`src/logic/processor_debug_port_consts.vh`:
```
`ifndef PROCESSOR_DEBUG_PORT_CONSTS_VH
`define PROCESSOR_DEBUG_PORT_CONSTS_VH

// Debug port forms chosen at build time.
`define FORM_SERIAL        2'h0
`define FORM_PARALLEL      2'h1
`define FORM_PARALLEL_ONLY 2'h2

// Byte offsets of the debug registers on the parallel port.
`define OFF_CTRL           8'h00
`define OFF_STATUS         8'h04
`define OFF_TRIG           8'h08

// Serial register enable codes that select a debug register.
`define SEL_CTRL           8'h01
`define SEL_STATUS         8'h02
`define SEL_TRIG           8'h03

// Reset values.
`define CTRL_RESET         32'h0000_0000
`define SHIFT_RESET        32'h0000_0000

// Response codes of the parallel port.
`define RESP_OKAY          2'h0
`define RESP_SLVERR        2'h2

// Timing: shortest debug reset pulse and the system clock period.
`define CLK_PERIOD_NS      100
`define DBG_RST_MIN_NS     100
`define DBG_RST_MIN_CYC    ((`DBG_RST_MIN_NS + `CLK_PERIOD_NS - 1) / `CLK_PERIOD_NS)

`endif

```
`src/logic/processor_debug_port.v`:
```
`timescale 1ns/10ps
`include "processor_debug_port_consts.vh"

module processor_debug_port #(
  parameter [1:0] DEBUG_FORM = `FORM_SERIAL,
  parameter       SEL_W      = 8,
  parameter       TRIG_W     = 8,
  parameter       TRACE_W    = 36,
  parameter       TRACE_DEP  = 16,
  parameter       TRACE_AW   = 4
) (
  input  wire               clk_sys,
  input  wire               srst,
  input  wire               par_port_reset,
  input  wire               debug_rst,
  input  wire               dbg_clk,
  input  wire               dbg_tdi,
  input  wire [SEL_W-1:0]   dbg_reg_en,
  input  wire               dbg_shift,
  input  wire               dbg_capture,
  input  wire               dbg_update,
  output reg                dbg_tdo_ff,
  input  wire [7:0]         dbg_araddr,
  input  wire               dbg_arvalid,
  output reg                dbg_arready_ff,
  output reg  [31:0]        dbg_rdata_ff,
  output reg  [1:0]         dbg_rresp_ff,
  output reg                dbg_rvalid_ff,
  input  wire               dbg_rready,
  input  wire [7:0]         dbg_awaddr,
  input  wire               dbg_awvalid,
  output reg                dbg_awready_ff,
  input  wire [31:0]        dbg_wdata,
  input  wire               dbg_wvalid,
  output reg                dbg_wready_ff,
  output reg  [1:0]         dbg_bresp_ff,
  output reg                dbg_bvalid_ff,
  input  wire               dbg_bready,
  input  wire [TRIG_W-1:0]  core_trig_event,
  output reg  [TRIG_W-1:0]  dbg_trig_req_ff,
  input  wire [TRIG_W-1:0]  dbg_trig_req_ack,
  input  wire [TRIG_W-1:0]  dbg_trig_action,
  output reg  [TRIG_W-1:0]  dbg_trig_action_ack_ff,
  output reg  [TRIG_W-1:0]  core_trig_action_ff,
  input  wire               core_trace_valid,
  output reg                core_trace_ready_ff,
  input  wire [TRACE_W-1:0] core_trace_data,
  input  wire               dbg_trace_clk,
  output reg  [TRACE_W-1:0] dbg_trace_data_ff,
  output reg                dbg_trace_valid_ff,
  input  wire               dbg_trace_ready,
  output reg  [31:0]        dbg_ctrl_ff,
  input  wire [31:0]        core_status
);

  localparam USE_SER   = (DEBUG_FORM == `FORM_SERIAL);
  localparam USE_PAR   = (DEBUG_FORM != `FORM_SERIAL);
  localparam USE_EXTRA = (DEBUG_FORM != `FORM_PARALLEL_ONLY);

  // Write channel states, one-hot.
  localparam [1:0] WS_COLLECT = 2'b01; // Gathering address and data.
  localparam [1:0] WS_RESP    = 2'b10; // Holding the response.

  // Debug state clears on any of the three resets; the hub's reset is taken as a level
  // on this clock, so even a single-cycle pulse is seen.
  wire rst_dbg = srst | par_port_reset | debug_rst;

  // ------------------------------------------------------------------
  // Synchronisers for every signal that the serial and trace links drive.
  // ------------------------------------------------------------------
  reg [SEL_W+4:0] ser_s1_ff; // First stage, read only by the second.
  reg [SEL_W+4:0] ser_s2_ff; // Second stage, safe to use.
  reg             ser_clk_d_ff; // Previous synced serial clock.
  reg [1:0]       tr_s1_ff;  // First stage of trace clock and ready.
  reg [1:0]       tr_s2_ff;  // Second stage of trace clock and ready.
  reg             tr_clk_d_ff; // Previous synced trace clock.

  // Both links run on clocks of their own, so every level crosses two flops.
  always @(posedge clk_sys) begin
    if (srst) begin
      ser_s1_ff    <= {(SEL_W+5){1'b0}};
      ser_s2_ff    <= {(SEL_W+5){1'b0}};
      ser_clk_d_ff <= 1'b0;
      tr_s1_ff     <= 2'h0;
      tr_s2_ff     <= 2'h0;
      tr_clk_d_ff  <= 1'b0;
    end else begin
      ser_s1_ff    <= {dbg_reg_en, dbg_update, dbg_capture, dbg_shift, dbg_tdi, dbg_clk};
      ser_s2_ff    <= ser_s1_ff;
      ser_clk_d_ff <= ser_s2_ff[0];
      tr_s1_ff     <= {dbg_trace_ready, dbg_trace_clk};
      tr_s2_ff     <= tr_s1_ff;
      tr_clk_d_ff  <= tr_s2_ff[0];
    end
  end

  wire             ser_rise  = ser_s2_ff[0] & ~ser_clk_d_ff;
  wire             ser_tdi   = ser_s2_ff[1];
  wire             ser_shift = ser_s2_ff[2];
  wire             ser_capt  = ser_s2_ff[3];
  wire             ser_upd   = ser_s2_ff[4];
  wire [SEL_W-1:0] ser_sel   = ser_s2_ff[SEL_W+4:5];
  wire             tr_rise   = tr_s2_ff[0] & ~tr_clk_d_ff;
  wire             tr_fall   = ~tr_s2_ff[0] & tr_clk_d_ff;
  wire             tr_ready  = tr_s2_ff[1];

  // ------------------------------------------------------------------
  // Debug registers of the serial and parallel forms.
  // ------------------------------------------------------------------
  reg  [31:0] shift_ff;      // Serial shift register.
  reg  [7:0]  wr_addr_ff;    // Latched write address.
  reg  [31:0] wr_data_ff;    // Latched write data.
  reg         wr_addr_ok_ff; // Write address held.
  reg         wr_data_ok_ff; // Write data held.
  reg  [1:0]  wstate_ff;     // Write channel state.
  reg  [1:0]  nxt_wstate;    // Next write state.

  // Read view of the trigger lines: pending requests and live actions.
  wire [31:0] trig_view = {{(32-2*TRIG_W){1'b0}}, dbg_trig_action, dbg_trig_req_ff};

  // Map a parallel offset to register contents; unknown offsets read zero.
  function [31:0] par_read;
    input [7:0] addr;
    begin
      case (addr)
        `OFF_CTRL:   par_read = dbg_ctrl_ff;
        `OFF_STATUS: par_read = core_status;
        `OFF_TRIG:   par_read = trig_view;
        default:     par_read = 32'h0000_0000;
      endcase
    end
  endfunction

  // Control is read-write, the status and trigger views are read-only; the rest is unmapped.
  function par_known;
    input [7:0] addr;
    begin
      par_known = (addr == `OFF_CTRL) || (addr == `OFF_STATUS) || (addr == `OFF_TRIG);
    end
  endfunction

  wire wr_fire = wr_addr_ok_ff && wr_data_ok_ff && (wstate_ff == WS_COLLECT);
  wire wr_ctrl = wr_fire && (wr_addr_ff == `OFF_CTRL);
  wire ser_upd_ctrl = USE_SER && ser_rise && ser_upd && (ser_sel == `SEL_CTRL);

  // Control register: written by the serial update or by a parallel write.
  always @(posedge clk_sys) begin
    if (rst_dbg) begin
      dbg_ctrl_ff <= `CTRL_RESET;
    end else if (ser_upd_ctrl) begin
      dbg_ctrl_ff <= shift_ff;
    end else if (wr_ctrl) begin
      dbg_ctrl_ff <= wr_data_ff;
    end
  end

  // ------------------------------------------------------------------
  // Serial form: capture, shift and update on the hub's clock edges.
  // ------------------------------------------------------------------
  always @(posedge clk_sys) begin
    if (rst_dbg || !USE_SER) begin
      shift_ff   <= `SHIFT_RESET;
      dbg_tdo_ff <= 1'b0;
    end else if (ser_rise) begin
      if (ser_capt) begin
        // A capture loads the selected register for shifting out.
        case (ser_sel)
          `SEL_CTRL:   shift_ff <= dbg_ctrl_ff;
          `SEL_STATUS: shift_ff <= core_status;
          `SEL_TRIG:   shift_ff <= trig_view;
          default:     shift_ff <= `SHIFT_RESET;
        endcase
      end else if (ser_shift) begin
        // Least significant bit leaves first; new bits enter at the top.
        shift_ff   <= {ser_tdi, shift_ff[31:1]};
        dbg_tdo_ff <= shift_ff[0];
      end
    end
  end

  // ------------------------------------------------------------------
  // Parallel form: read channel.
  // ------------------------------------------------------------------
  // One read is outstanding at a time; the address ready drops while the
  // answer waits, which throttles the hub without losing anything.
  always @(posedge clk_sys) begin
    if (rst_dbg || !USE_PAR) begin
      dbg_arready_ff <= 1'b0;
      dbg_rvalid_ff  <= 1'b0;
      dbg_rdata_ff   <= 32'h0000_0000;
      dbg_rresp_ff   <= `RESP_OKAY;
    end else if (dbg_rvalid_ff) begin
      if (dbg_rready) begin
        dbg_rvalid_ff  <= 1'b0;
        dbg_arready_ff <= 1'b1;
      end
    end else if (dbg_arready_ff && dbg_arvalid) begin
      dbg_arready_ff <= 1'b0;
      dbg_rvalid_ff  <= 1'b1;
      dbg_rdata_ff   <= par_read(dbg_araddr);
      dbg_rresp_ff   <= par_known(dbg_araddr) ? `RESP_OKAY : `RESP_SLVERR;
    end else begin
      dbg_arready_ff <= 1'b1;
    end
  end

  // ------------------------------------------------------------------
  // Parallel form: write channel, address and data taken independently.
  // ------------------------------------------------------------------
  always @* begin
    nxt_wstate = wstate_ff;
    case (wstate_ff)
      WS_COLLECT: begin
        if (wr_fire) begin
          nxt_wstate = WS_RESP;
        end
      end
      WS_RESP: begin
        if (dbg_bready) begin
          nxt_wstate = WS_COLLECT;
        end
      end
      default: nxt_wstate = WS_COLLECT;
    endcase
  end

  wire aw_take = dbg_awready_ff && dbg_awvalid;
  wire w_take  = dbg_wready_ff && dbg_wvalid;

  // Each half is held until both are present, then one write is done.
  always @(posedge clk_sys) begin
    if (rst_dbg || !USE_PAR) begin
      wstate_ff      <= WS_COLLECT;
      wr_addr_ok_ff  <= 1'b0;
      wr_data_ok_ff  <= 1'b0;
      wr_addr_ff     <= 8'h00;
      wr_data_ff     <= 32'h0000_0000;
      dbg_awready_ff <= 1'b0;
      dbg_wready_ff  <= 1'b0;
      dbg_bvalid_ff  <= 1'b0;
      dbg_bresp_ff   <= `RESP_OKAY;
    end else begin
      wstate_ff <= nxt_wstate;
      if (aw_take) begin
        wr_addr_ff    <= dbg_awaddr;
        wr_addr_ok_ff <= 1'b1;
      end
      if (w_take) begin
        wr_data_ff    <= dbg_wdata;
        wr_data_ok_ff <= 1'b1;
      end
      // Ready stays low for a half already held, and during the response.
      dbg_awready_ff <= (wstate_ff == WS_COLLECT) && !wr_addr_ok_ff && !aw_take && !wr_fire;
      dbg_wready_ff  <= (wstate_ff == WS_COLLECT) && !wr_data_ok_ff && !w_take && !wr_fire;
      if (wr_fire) begin
        wr_addr_ok_ff <= 1'b0;
        wr_data_ok_ff <= 1'b0;
        dbg_bvalid_ff <= 1'b1;
        dbg_bresp_ff  <= (wr_addr_ff == `OFF_CTRL) ? `RESP_OKAY : `RESP_SLVERR;
      end else if (dbg_bvalid_ff && dbg_bready) begin
        dbg_bvalid_ff <= 1'b0;
      end
    end
  end

  // ------------------------------------------------------------------
  // Cross triggers, one bit per channel.
  // ------------------------------------------------------------------
  genvar gi;
  generate
    for (gi = 0; gi < TRIG_W; gi = gi + 1) begin : g_trig
      reg action_seen_ff; // Action already passed to the core.
      // An event held as a request until the hub acknowledges it; a new
      // event in the acknowledge cycle wins, so none is lost.
      always @(posedge clk_sys) begin
        if (rst_dbg || !USE_EXTRA) begin
          dbg_trig_req_ff[gi]        <= 1'b0;
          dbg_trig_action_ack_ff[gi] <= 1'b0;
          core_trig_action_ff[gi]    <= 1'b0;
          action_seen_ff             <= 1'b0;
        end else begin
          if (core_trig_event[gi]) begin
            dbg_trig_req_ff[gi] <= 1'b1;
          end else if (dbg_trig_req_ack[gi]) begin
            dbg_trig_req_ff[gi] <= 1'b0;
          end
          // Each action request gives one pulse to the core and an
          // acknowledge held until the hub drops the request.
          core_trig_action_ff[gi]    <= dbg_trig_action[gi] && !action_seen_ff;
          action_seen_ff             <= dbg_trig_action[gi];
          dbg_trig_action_ack_ff[gi] <= dbg_trig_action[gi] && action_seen_ff;
        end
      end
    end
  endgenerate

  // ------------------------------------------------------------------
  // External program trace, buffered and handed out on the trace clock.
  // ------------------------------------------------------------------
  wire               fifo_in_ready;
  wire               fifo_out_valid;
  wire [TRACE_W-1:0] fifo_out_data;
  // New words are loaded only after a falling trace edge, two to three system
  // clocks after the fall, so data is settled before the hub samples it on the rising edge.
  wire               tr_load = tr_fall && !dbg_trace_valid_ff && fifo_out_valid;

  trace_fifo #(
    .WIDTH (TRACE_W),
    .DEPTH (TRACE_DEP),
    .AW    (TRACE_AW)
  ) u_trace_fifo (
    .clk_sys   (clk_sys),
    .srst      (rst_dbg),
    .in_valid  (core_trace_valid && core_trace_ready_ff),
    .in_ready  (fifo_in_ready),
    .in_data   (core_trace_data),
    .out_valid (fifo_out_valid),
    .out_ready (tr_load),
    .out_data  (fifo_out_data)
  );

  // Back-pressure to the core; a full FIFO stalls the trace source.
  always @(posedge clk_sys) begin
    if (rst_dbg || !USE_EXTRA) begin
      core_trace_ready_ff <= 1'b0;
      dbg_trace_valid_ff  <= 1'b0;
      dbg_trace_data_ff   <= {TRACE_W{1'b0}};
    end else begin
      // Ready drops after every taken word, so a full buffer is never written.
      core_trace_ready_ff <= fifo_in_ready && !(core_trace_valid && core_trace_ready_ff);
      if (tr_rise && dbg_trace_valid_ff && tr_ready) begin
        dbg_trace_valid_ff <= 1'b0;
      end else if (tr_load) begin
        dbg_trace_valid_ff <= 1'b1;
        dbg_trace_data_ff  <= fifo_out_data;
      end
    end
  end

endmodule // processor_debug_port

```
`src/logic/trace_fifo.v`:
```
`timescale 1ns/10ps
// Synchronous FIFO holding trace words until the link takes them.
module trace_fifo #(
  parameter WIDTH = 32,
  parameter DEPTH = 16,
  parameter AW    = 4
) (
  input  wire             clk_sys,
  input  wire             srst,
  input  wire             in_valid,
  output wire             in_ready,
  input  wire [WIDTH-1:0] in_data,
  output wire             out_valid,
  input  wire             out_ready,
  output wire [WIDTH-1:0] out_data
);

  reg [WIDTH-1:0] mem [0:DEPTH-1]; // Storage array.
  reg [AW-1:0]    wr_ptr_ff;       // Next slot to write.
  reg [AW-1:0]    rd_ptr_ff;       // Next slot to read.
  reg [AW:0]      count_ff;        // Words held.

  wire push = in_valid && in_ready;
  wire pop  = out_valid && out_ready;

  // Full and empty come straight from the count, so they never lie.
  assign in_ready  = (count_ff != DEPTH[AW:0]);
  assign out_valid = (count_ff != {(AW+1){1'b0}});
  assign out_data  = mem[rd_ptr_ff];

  // Pointer and count bookkeeping.
  always @(posedge clk_sys) begin
    if (srst) begin
      wr_ptr_ff <= {AW{1'b0}};
      rd_ptr_ff <= {AW{1'b0}};
      count_ff  <= {(AW+1){1'b0}};
    end else begin
      if (push) begin
        wr_ptr_ff <= (wr_ptr_ff == DEPTH[AW-1:0] - 1'b1) ? {AW{1'b0}} : wr_ptr_ff + 1'b1;
      end
      if (pop) begin
        rd_ptr_ff <= (rd_ptr_ff == DEPTH[AW-1:0] - 1'b1) ? {AW{1'b0}} : rd_ptr_ff + 1'b1;
      end
      if (push && !pop) begin
        count_ff <= count_ff + 1'b1;
      end else if (pop && !push) begin
        count_ff <= count_ff - 1'b1;
      end
    end
  end

  // The array itself needs no reset; only counted words are read.
  always @(posedge clk_sys) begin
    if (push) begin
      mem[wr_ptr_ff] <= in_data;
    end
  end

endmodule // trace_fifo

```
`config.mk`:
```
export PLATFORM = sky130hd
export DESIGN_NAME = processor_debug_port
export DESIGN_NICKNAME = d
export VERILOG_FILES = /design/src/logic/processor_debug_port.v /design/src/logic/trace_fifo.v
export VERILOG_INCLUDE_DIRS = /design/src /design/src/logic
export SDC_FILE = /design/constraint.sdc
export NUM_CORES = 1
export LEC_CHECK = 0
export BUFFER_PORTS_ARGS = -buffer_cell sky130_fd_sc_hd__buf_2
export CAP_MARGIN = 15
export CORE_MARGIN = 1.5
export CORE_UTILIZATION = 58
export DETAILED_ROUTE_END_ITERATION = 10
export PLACE_DENSITY = 0.79
export SYNTH_ARGS = -nofsm -noshare
export SYNTH_HDL_FRONTEND = slang
export SYNTH_SLANG_ARGS = --single-unit
```
`constraint.sdc`:
```
create_clock -name clk_sys -period 5.6 [get_ports clk_sys]
set_input_delay 0.56 -clock clk_sys [delete_from_list [all_inputs] [get_ports clk_sys]]
set_output_delay 0.56 -clock clk_sys [all_outputs]
set_load 0.1 [all_outputs]
```
==> impl_metrics.yaml, run 1 <==
drt:
  routed_wirelength_um: 62730
  drtPass1Iterations: 5
  drt_iter0_drc: 1575
  ant_nets: 0
  wire_per_inst_um: 23.40
  drcViolationCount: 0
  met1_length_um: 25460
  top_layer_used: "met5"
  wl_met2_um: 30460
  met3_length_um: 5271
  vias: 16300
  routed_via_density: 6.079
cts:
  cts_buffer_depth: 3
  hold_buffers: 0
  htreeDepth: 3
  postCtsSetupBuffers: 0
  path_clk_slew_ns: 0.06
  numCtsBuffers: 74
  insertion_delay_ns: 0.61
  cts.sinks: 756
  cts-root-buf: "clkbuf_16"
  cts-resized-gates: 0
  cts_tree: "done"
synth:
  synth.avg_cell_area_um2: 16.56
  async_reset_ff_frac: 0
  syn_area_um2: 28930
  synth_flop_cell: "edfxtp_1"
  yosysWarnings: 0
  synth_area_leaders: "edfxtp_1 60%, dfxtp_1 12%, mux2i_1 6.4%"
  synth_cells: 1747
  ys_seq_area_frac: 0.7225
  synth_edf_count: 576
  synth_top_area_cell: "edfxtp_1"
  ys_ff_latch: 756
  ys_types: 54
  synth_top_cell_area_share: 0.5979
floorplanning:
  row_count: 81
  start_util: 0.5898
  core_area_um2: 49050
  dieArea_um2: 51230
  die_h_um: 226.3
  die_x_um: 226.3
  ioPinCount: 301
sta:
  slew_viol_final: 0
  maxSlewHeadroom: 0.2102
  clock-skew-final_ns: 0.02091
  finalSetupTns_ns: 0
  hold_viol: 0
  min_period_ns: 3.293
  finalSetupViolCount: 0
  period_share: 0.5880
  max_freq_mhz: 303.7
  max_slew.worst_pin.slew_ns: 1.185
  rsz0062_at_grt: "false"
cells_and_area:
  final_nets: 2131
  drive_gt1_frac: 0.2336
  fin_cells: 2681
  multi_input_area_um2: 7332
  area_growth_pct: 13.98
  fillers: 3208
  regArea_um2: 20910
placed_design:
  place.gp.congestion: 0.7674
  dp_cells: 2543
  port_buffers: 206
  dpl.hpwl_um: 35410
global_routing:
  grt_pass1_wl_um: 93410
  overflow: 0
  track_usage: 0.2453
  grt_max_degree: 88
  antenna_found_initial: 4
  grt_pass1_vias: 16030
status:
  outcome: "complete, no violations"
worst_setup_path:
  r2r-end: "u_trace_fifo.count_ff[4]$_SDFFE_PP0P_"
  crit_arrival_ns: 3.82
  worst_setup_path_start_kind: "register"
  cp.required_ns: 6.13
  cp-end-kind: "register"
  crit_path_max_fanout: 77
  reg2reg_slack_ns: 2.31
  ff2ff_path_depth: 10
  critical_path_class: "register to register"
  timing.rr.start: "u_trace_fifo.count_ff[0]$_SDFFE_PP0P_"
min_path:
  worstHoldPathType: "input pin to register"
  min_from: "core_trig_event[1]"
  hold_depth: 3
  hold_end: "dbg_trig_req_ff[1]$_SDFFE_PP0P_"
pwr:
  ir_drop_mv: 0.2886
  p_leak_uw: 0.01162
  power_density_nw_per_um2: 340.8
run:
  drv_cap: 0
==> cell type report <==
| cell class | count | area share |
|---|---|---|
| Multi-Input combinational cell | 831 | 0.2224 |
| Clock inverter | 24 | 0.006375 |
| Clock buffer | 112 | 0.06610 |
| Timing Repair Buffer | 246 | 0.04037 |
| Tap cell | 664 | 0.02520 |
| Antenna cell | 1 | 0.00007589 |
| Inverter | 47 | 0.005350 |
| Sequential cell | 756 | 0.6342 |
==> cells in the final DEF (no fill, tap or decap), drive strengths merged, types with 4 or more instances in the layout <==
master / instances
a22oi: 33
nor2: 71
o22ai: 72
mux4: 72
and2: 9
ha: 9
mux2i: 184
dfxtp: 180
xor2: 4
a21oi: 47
nor2b: 43
a211oi: 37
o211a: 33
nand2: 8
nand3: 4
o221ai: 32
nor3: 6
clkinv: 18
o21ai: 38
conb: 41
mux2: 16
buf: 246
a21boi: 37
edfxtp: 576
clkbuf: 112
inv: 47
and3: 8
==> cells in the mapped netlist (5+ instances only) <==
cell type and n:
a211oi_1 37, a21boi_0 32, a21boi_1 5, a21oi_1 47
a22oi_1 33, and2_1 9, and3_1 8, buf_1 7
buf_2 32, buf_4 47, clkbuf_1 63, dfxtp_1 180
edfxtp_1 576, ha_1 9, inv_1 47, mux2_2 16
mux2i_1 184, mux4_2 72, nand2_1 8, nor2_1 71
nor2b_1 43, nor3_1 6, o211a_1 32, o21ai_0 35
o221ai_1 32, o22ai_1 72
==> logic make-up (layout without fill, tap and decap cells) <==
| kind of cell | Yosys count | in the layout | share of synthesized area |
|---|---|---|---|
| fa+ha+maj | 10 | 10 | 0.004585 |
| buf+inv | 200 | 429 | 0.03417 |
| xor+xnor | 5 | 5 | 0.001514 |
| simple gates | 162 | 162 | 0.02829 |
| mux | 272 | 272 | 0.1259 |
| compound gates | 341 | 341 | 0.08291 |
| flops | 756 | 756 | 0.7225 |
| other cells | 1 | 42 | 0.0001296 |
==> worst max-delay path by stage <==
stage / from / end / depth (start not counted) / slack (ns)
after CTS: u_trace_fifo.count_ff[0]$_SDFFE_PP0P_ / u_trace_fifo.count_ff[4]$_SDFFE_PP0P_ / 10 / 2.33
after global routing: u_trace_fifo.count_ff[0]$_SDFFE_PP0P_ / u_trace_fifo.count_ff[4]$_SDFFE_PP0P_ / 10 / 2.10
after floorplan: core_trace_ready_ff$_SDFF_PP0_ / u_trace_fifo.mem[0][0]$_DFFE_PP_ / 4 / 0.81
final: u_trace_fifo.count_ff[0]$_SDFFE_PP0P_ / u_trace_fifo.count_ff[4]$_SDFFE_PP0P_ / 10 / 2.31
after detailed placement: core_trace_valid / u_trace_fifo.mem[4][8]$_DFFE_PP_ / 6 / 2.07
after global placement: core_trace_valid / u_trace_fifo.mem[4][8]$_DFFE_PP_ / 6 / 2.22
==> worst max-delay path: stages (launching register included) <==
cell and delay, ns:
dfxtp_1 0.36, or4_4 0.60, o211a_4 0.54, inv_1 0.15
ha_1 0.18, inv_1 0.12, fa_1 0.43, a21o_1 0.19
a21oi_1 0.17, mux2i_1 0.28, mux2i_1 0.21
==> metrics by stage <==
stage | instance area [um^2] | util | hold WS (ns) | total power [uW] | worst slack (ns)
after floorplan | 29080 | - | 0.3839 | 6408 | 0.8092
after global placement | 30570 | 0.6233 | 0.3883 | 6492 | 2.223
after detailed placement | 30570 | 0.6233 | 0.3937 | 6504 | 2.073
after CTS | 32960 | 0.6720 | 0.1474 | 11300 | 2.333
after global routing | 32970 | 0.6722 | 0.1663 | 11530 | 2.102
final | 32970 | 0.6722 | 0.1698 | 11240 | 2.307
==> layer usage <==
metal | vias up | track usage
li1 | 7172 | -
met1 | 8254 | 0.3338
met4 | 8 | 0.07935
met2 | 740 | 0.3970
met3 | 123 | 0.05417
met5 | - | 0
==> where the power goes <==
group	internal (uW)	leakage [uW]	switching [uW]
combinational	62.4	0.00382	274
clock	2830	0.00116	2020
sequential	6040	0.00664	7.71
==> sequential cells by signal, summed over array words and instances, names as in the netlist, 8 cells and up <==
| register | flops |
|---|---|
| core_trig_action_ff | 8 |
| dbg_ctrl_ff | 32 |
| dbg_trace_data_ff | 36 |
| dbg_trig_action_ack_ff | 8 |
| dbg_trig_req_ff | 8 |
| g_trig.action_seen_ff | 8 |
| ser_s1_ff | 13 |
| ser_s2_ff | 13 |
| shift_ff | 32 |
| u_trace_fifo.mem | 576 |
(Power assumes the default switching activity.)
==> inputs of run 2 (changes only) <==
clock period = 3.2 ns   (was 5.6 ns; I/O delays follow)
==> impl_metrics.yaml, run 2 (synthesized netlist as in run 1, its figures left out) <==
global_routing:
  overflow: 0
  grt_pass1_wl_um: 98360
  grt_max_degree: 88
  grt_pass1_vias: 16750
  track_usage: 0.2584
  antenna_found_initial: 5
run:
  drv_cap: 0
cells_and_area:
  most-common-layout-cells: "576 x edfxtp_1, 206 x buf_2, 184 x mux2i_1, 176 x dfxtp_1, 76 x clkbuf_16"
  mostFrequentLayoutCell: "edfxtp_1"
  multi_input_area_um2: 7357
  top_regs: "u_trace_fifo.mem (576), dbg_trace_data_ff (36)"
  top_register: "u_trace_fifo.mem"
  fillers: 3150
  regArea_um2: 20910
  area_growth_pct: 16.24
  final_nets: 2172
  fin_util: 0.6856
  drive_gt1_frac: 0.2326
  largest_reg_flops: 576
drt:
  wire_per_inst_um: 24.16
  vias: 16620
  routed_wirelength_um: 65850
  drt_iter0_drc: 1755
  drtPass1Iterations: 5
  routed_via_density: 6.099
  ant_nets: 0
  drcViolationCount: 0
sta:
  worst_slack_ns: 0.3042
  hold_ws_ns: 0.02006
  clock-skew-final_ns: 0.02722
  maxSlewHeadroom: 0.3821
  min_period_ns: 2.896
  period_share: 0.9049
  hold_viol: 0
  finalSetupTns_ns: 0
  max_freq_mhz: 345.3
  slew_viol_final: 0
  max_slew.worst_pin.slew_ns: 0.9256
  finalSetupViolCount: 0
  rsz0062_at_grt: "false"
worst_setup_path:
  path_cells: "or4_4, o211a_4, inv_1, ha_1, inv_1, fa_1, a21o_1, a21oi_1, mux2i_1, mux2i_1"
  path_buf_inv: 2
  crit_path_max_fanout: 5
  crit_family: "compound AO/OA/AOI/OAI gates"
  critical_path_class: "register to register"
  crit_slowest_cell: "or4_4"
  cp-end-kind: "register"
  critPathMaxStageDelay_ns: 0.60
  worst_setup_path_start_kind: "register"
  cp.required_ns: 3.74
  crit_arrival_ns: 3.43
cts:
  path_clk_slew_ns: 0.06
  cts_buffer_depth: 3
  htreeDepth: 3
  insertion_delay_ns: 0.61
  cts-resized-gates: 0
  numCtsBuffers: 74
  cts_tree: "done"
  cts.sinks: 756
  cts-root-buf: "clkbuf_16"
pwr:
  power_density_nw_per_um2: 586.6
  power_uw: 19730
  ir_drop_mv: 0.4245
  p_leak_uw: 0.01185
floorplanning:
  die_x_um: 226.3
  die_h_um: 226.3
  row_count: 81
  ioPinCount: 301
  core_area_um2: 49050
  start_util: 0.5898
  dieArea_um2: 51230
placed_design:
  port_buffers: 206
  pre_cts_slack_ns: 0.3415
  place.gp.congestion: 0.7984
  dpl.hpwl_um: 35860
status:
  outcome: "complete, no violations"
min_path:
  worstHoldPathType: "input pin to register"
run 2: cell types whose count changed in the layout (fill, tap and decap cells not counted), sizes merged, moves of 2 or more:
cell / previous run / this run
bufinv: 3 / 5
buf: 246 / 256
clkinvlp: 3 / 1
clkinv: 18 / 25
inv: 47 / 52
dlygate4sd3: 0 / 31
clkbuf: 112 / 102
run 2: final timing paths:
check / startpoint / endpoint / slack, ns / depth (start not counted)
setup reg to reg: u_trace_fifo.count_ff[0]$_SDFFE_PP0P_ / u_trace_fifo.count_ff[4]$_SDFFE_PP0P_ / 0.30 / 10
hold / removal: dbg_trig_req_ack[1] / dbg_trig_req_ff[1]$_SDFFE_PP0P_ / 0.02 / 4
setup / recovery: u_trace_fifo.count_ff[0]$_SDFFE_PP0P_ / u_trace_fifo.count_ff[4]$_SDFFE_PP0P_ / 0.30 / 10
hold reg to reg: g_trig[7].action_seen_ff$_SDFF_PP0_ / core_trig_action_ff[7]$_SDFF_PP0_ / 0.41 / 1
run 2: where the power goes:
part	internal, uW	switching (uW)
combinational	138	491
clock	4920	3580
sequential	10600	19.1
run 2: cell type report:
| cell class | instances | area share |
|---|---|---|
| Clock inverter | 36 | 0.009934 |
| Clock buffer | 102 | 0.06098 |
| Timing Repair Buffer | 287 | 0.05834 |
| Tap cell | 664 | 0.02471 |
| Antenna cell | 2 | 0.0001488 |
| Inverter | 47 | 0.005246 |
| Multi-Input combinational cell | 831 | 0.2188 |
| Sequential cell | 756 | 0.6219 |
run 2: worst register-to-register path, delay by kind of cell, from the launching register on:
kind            cells  cell delay, ns
compound gates      3            0.63
simple gates        1            0.60
fa+ha+maj           2            0.58
mux                 2            0.47
flops               1            0.37
buf+inv             2            0.16
run 2: layer usage:
metal	track usage	vias to the layer above	part of all wire
met4	0.1011	2	0.026
met5	0	-	0.00014
li1	-	7272	-
met3	0.05209	122	0.083
met2	0.4316	815	0.50
met1	0.3350	8408	0.39
run 2: through the flow:
stage	cell area [um^2]	cells
3_3_place_gp	30870	2551
6_report	33630	2725
4_1_cts	33570	2720
5_1_grt	33630	2725
3_5_place_dp	30870	2551
2_1_floorplan	29140	1787
run 2: timing repair:
action | CTS | global route
buffers inserted | 0 | 0
hold endpoints to repair | 39 | 0
hold buffers | 31 | 0
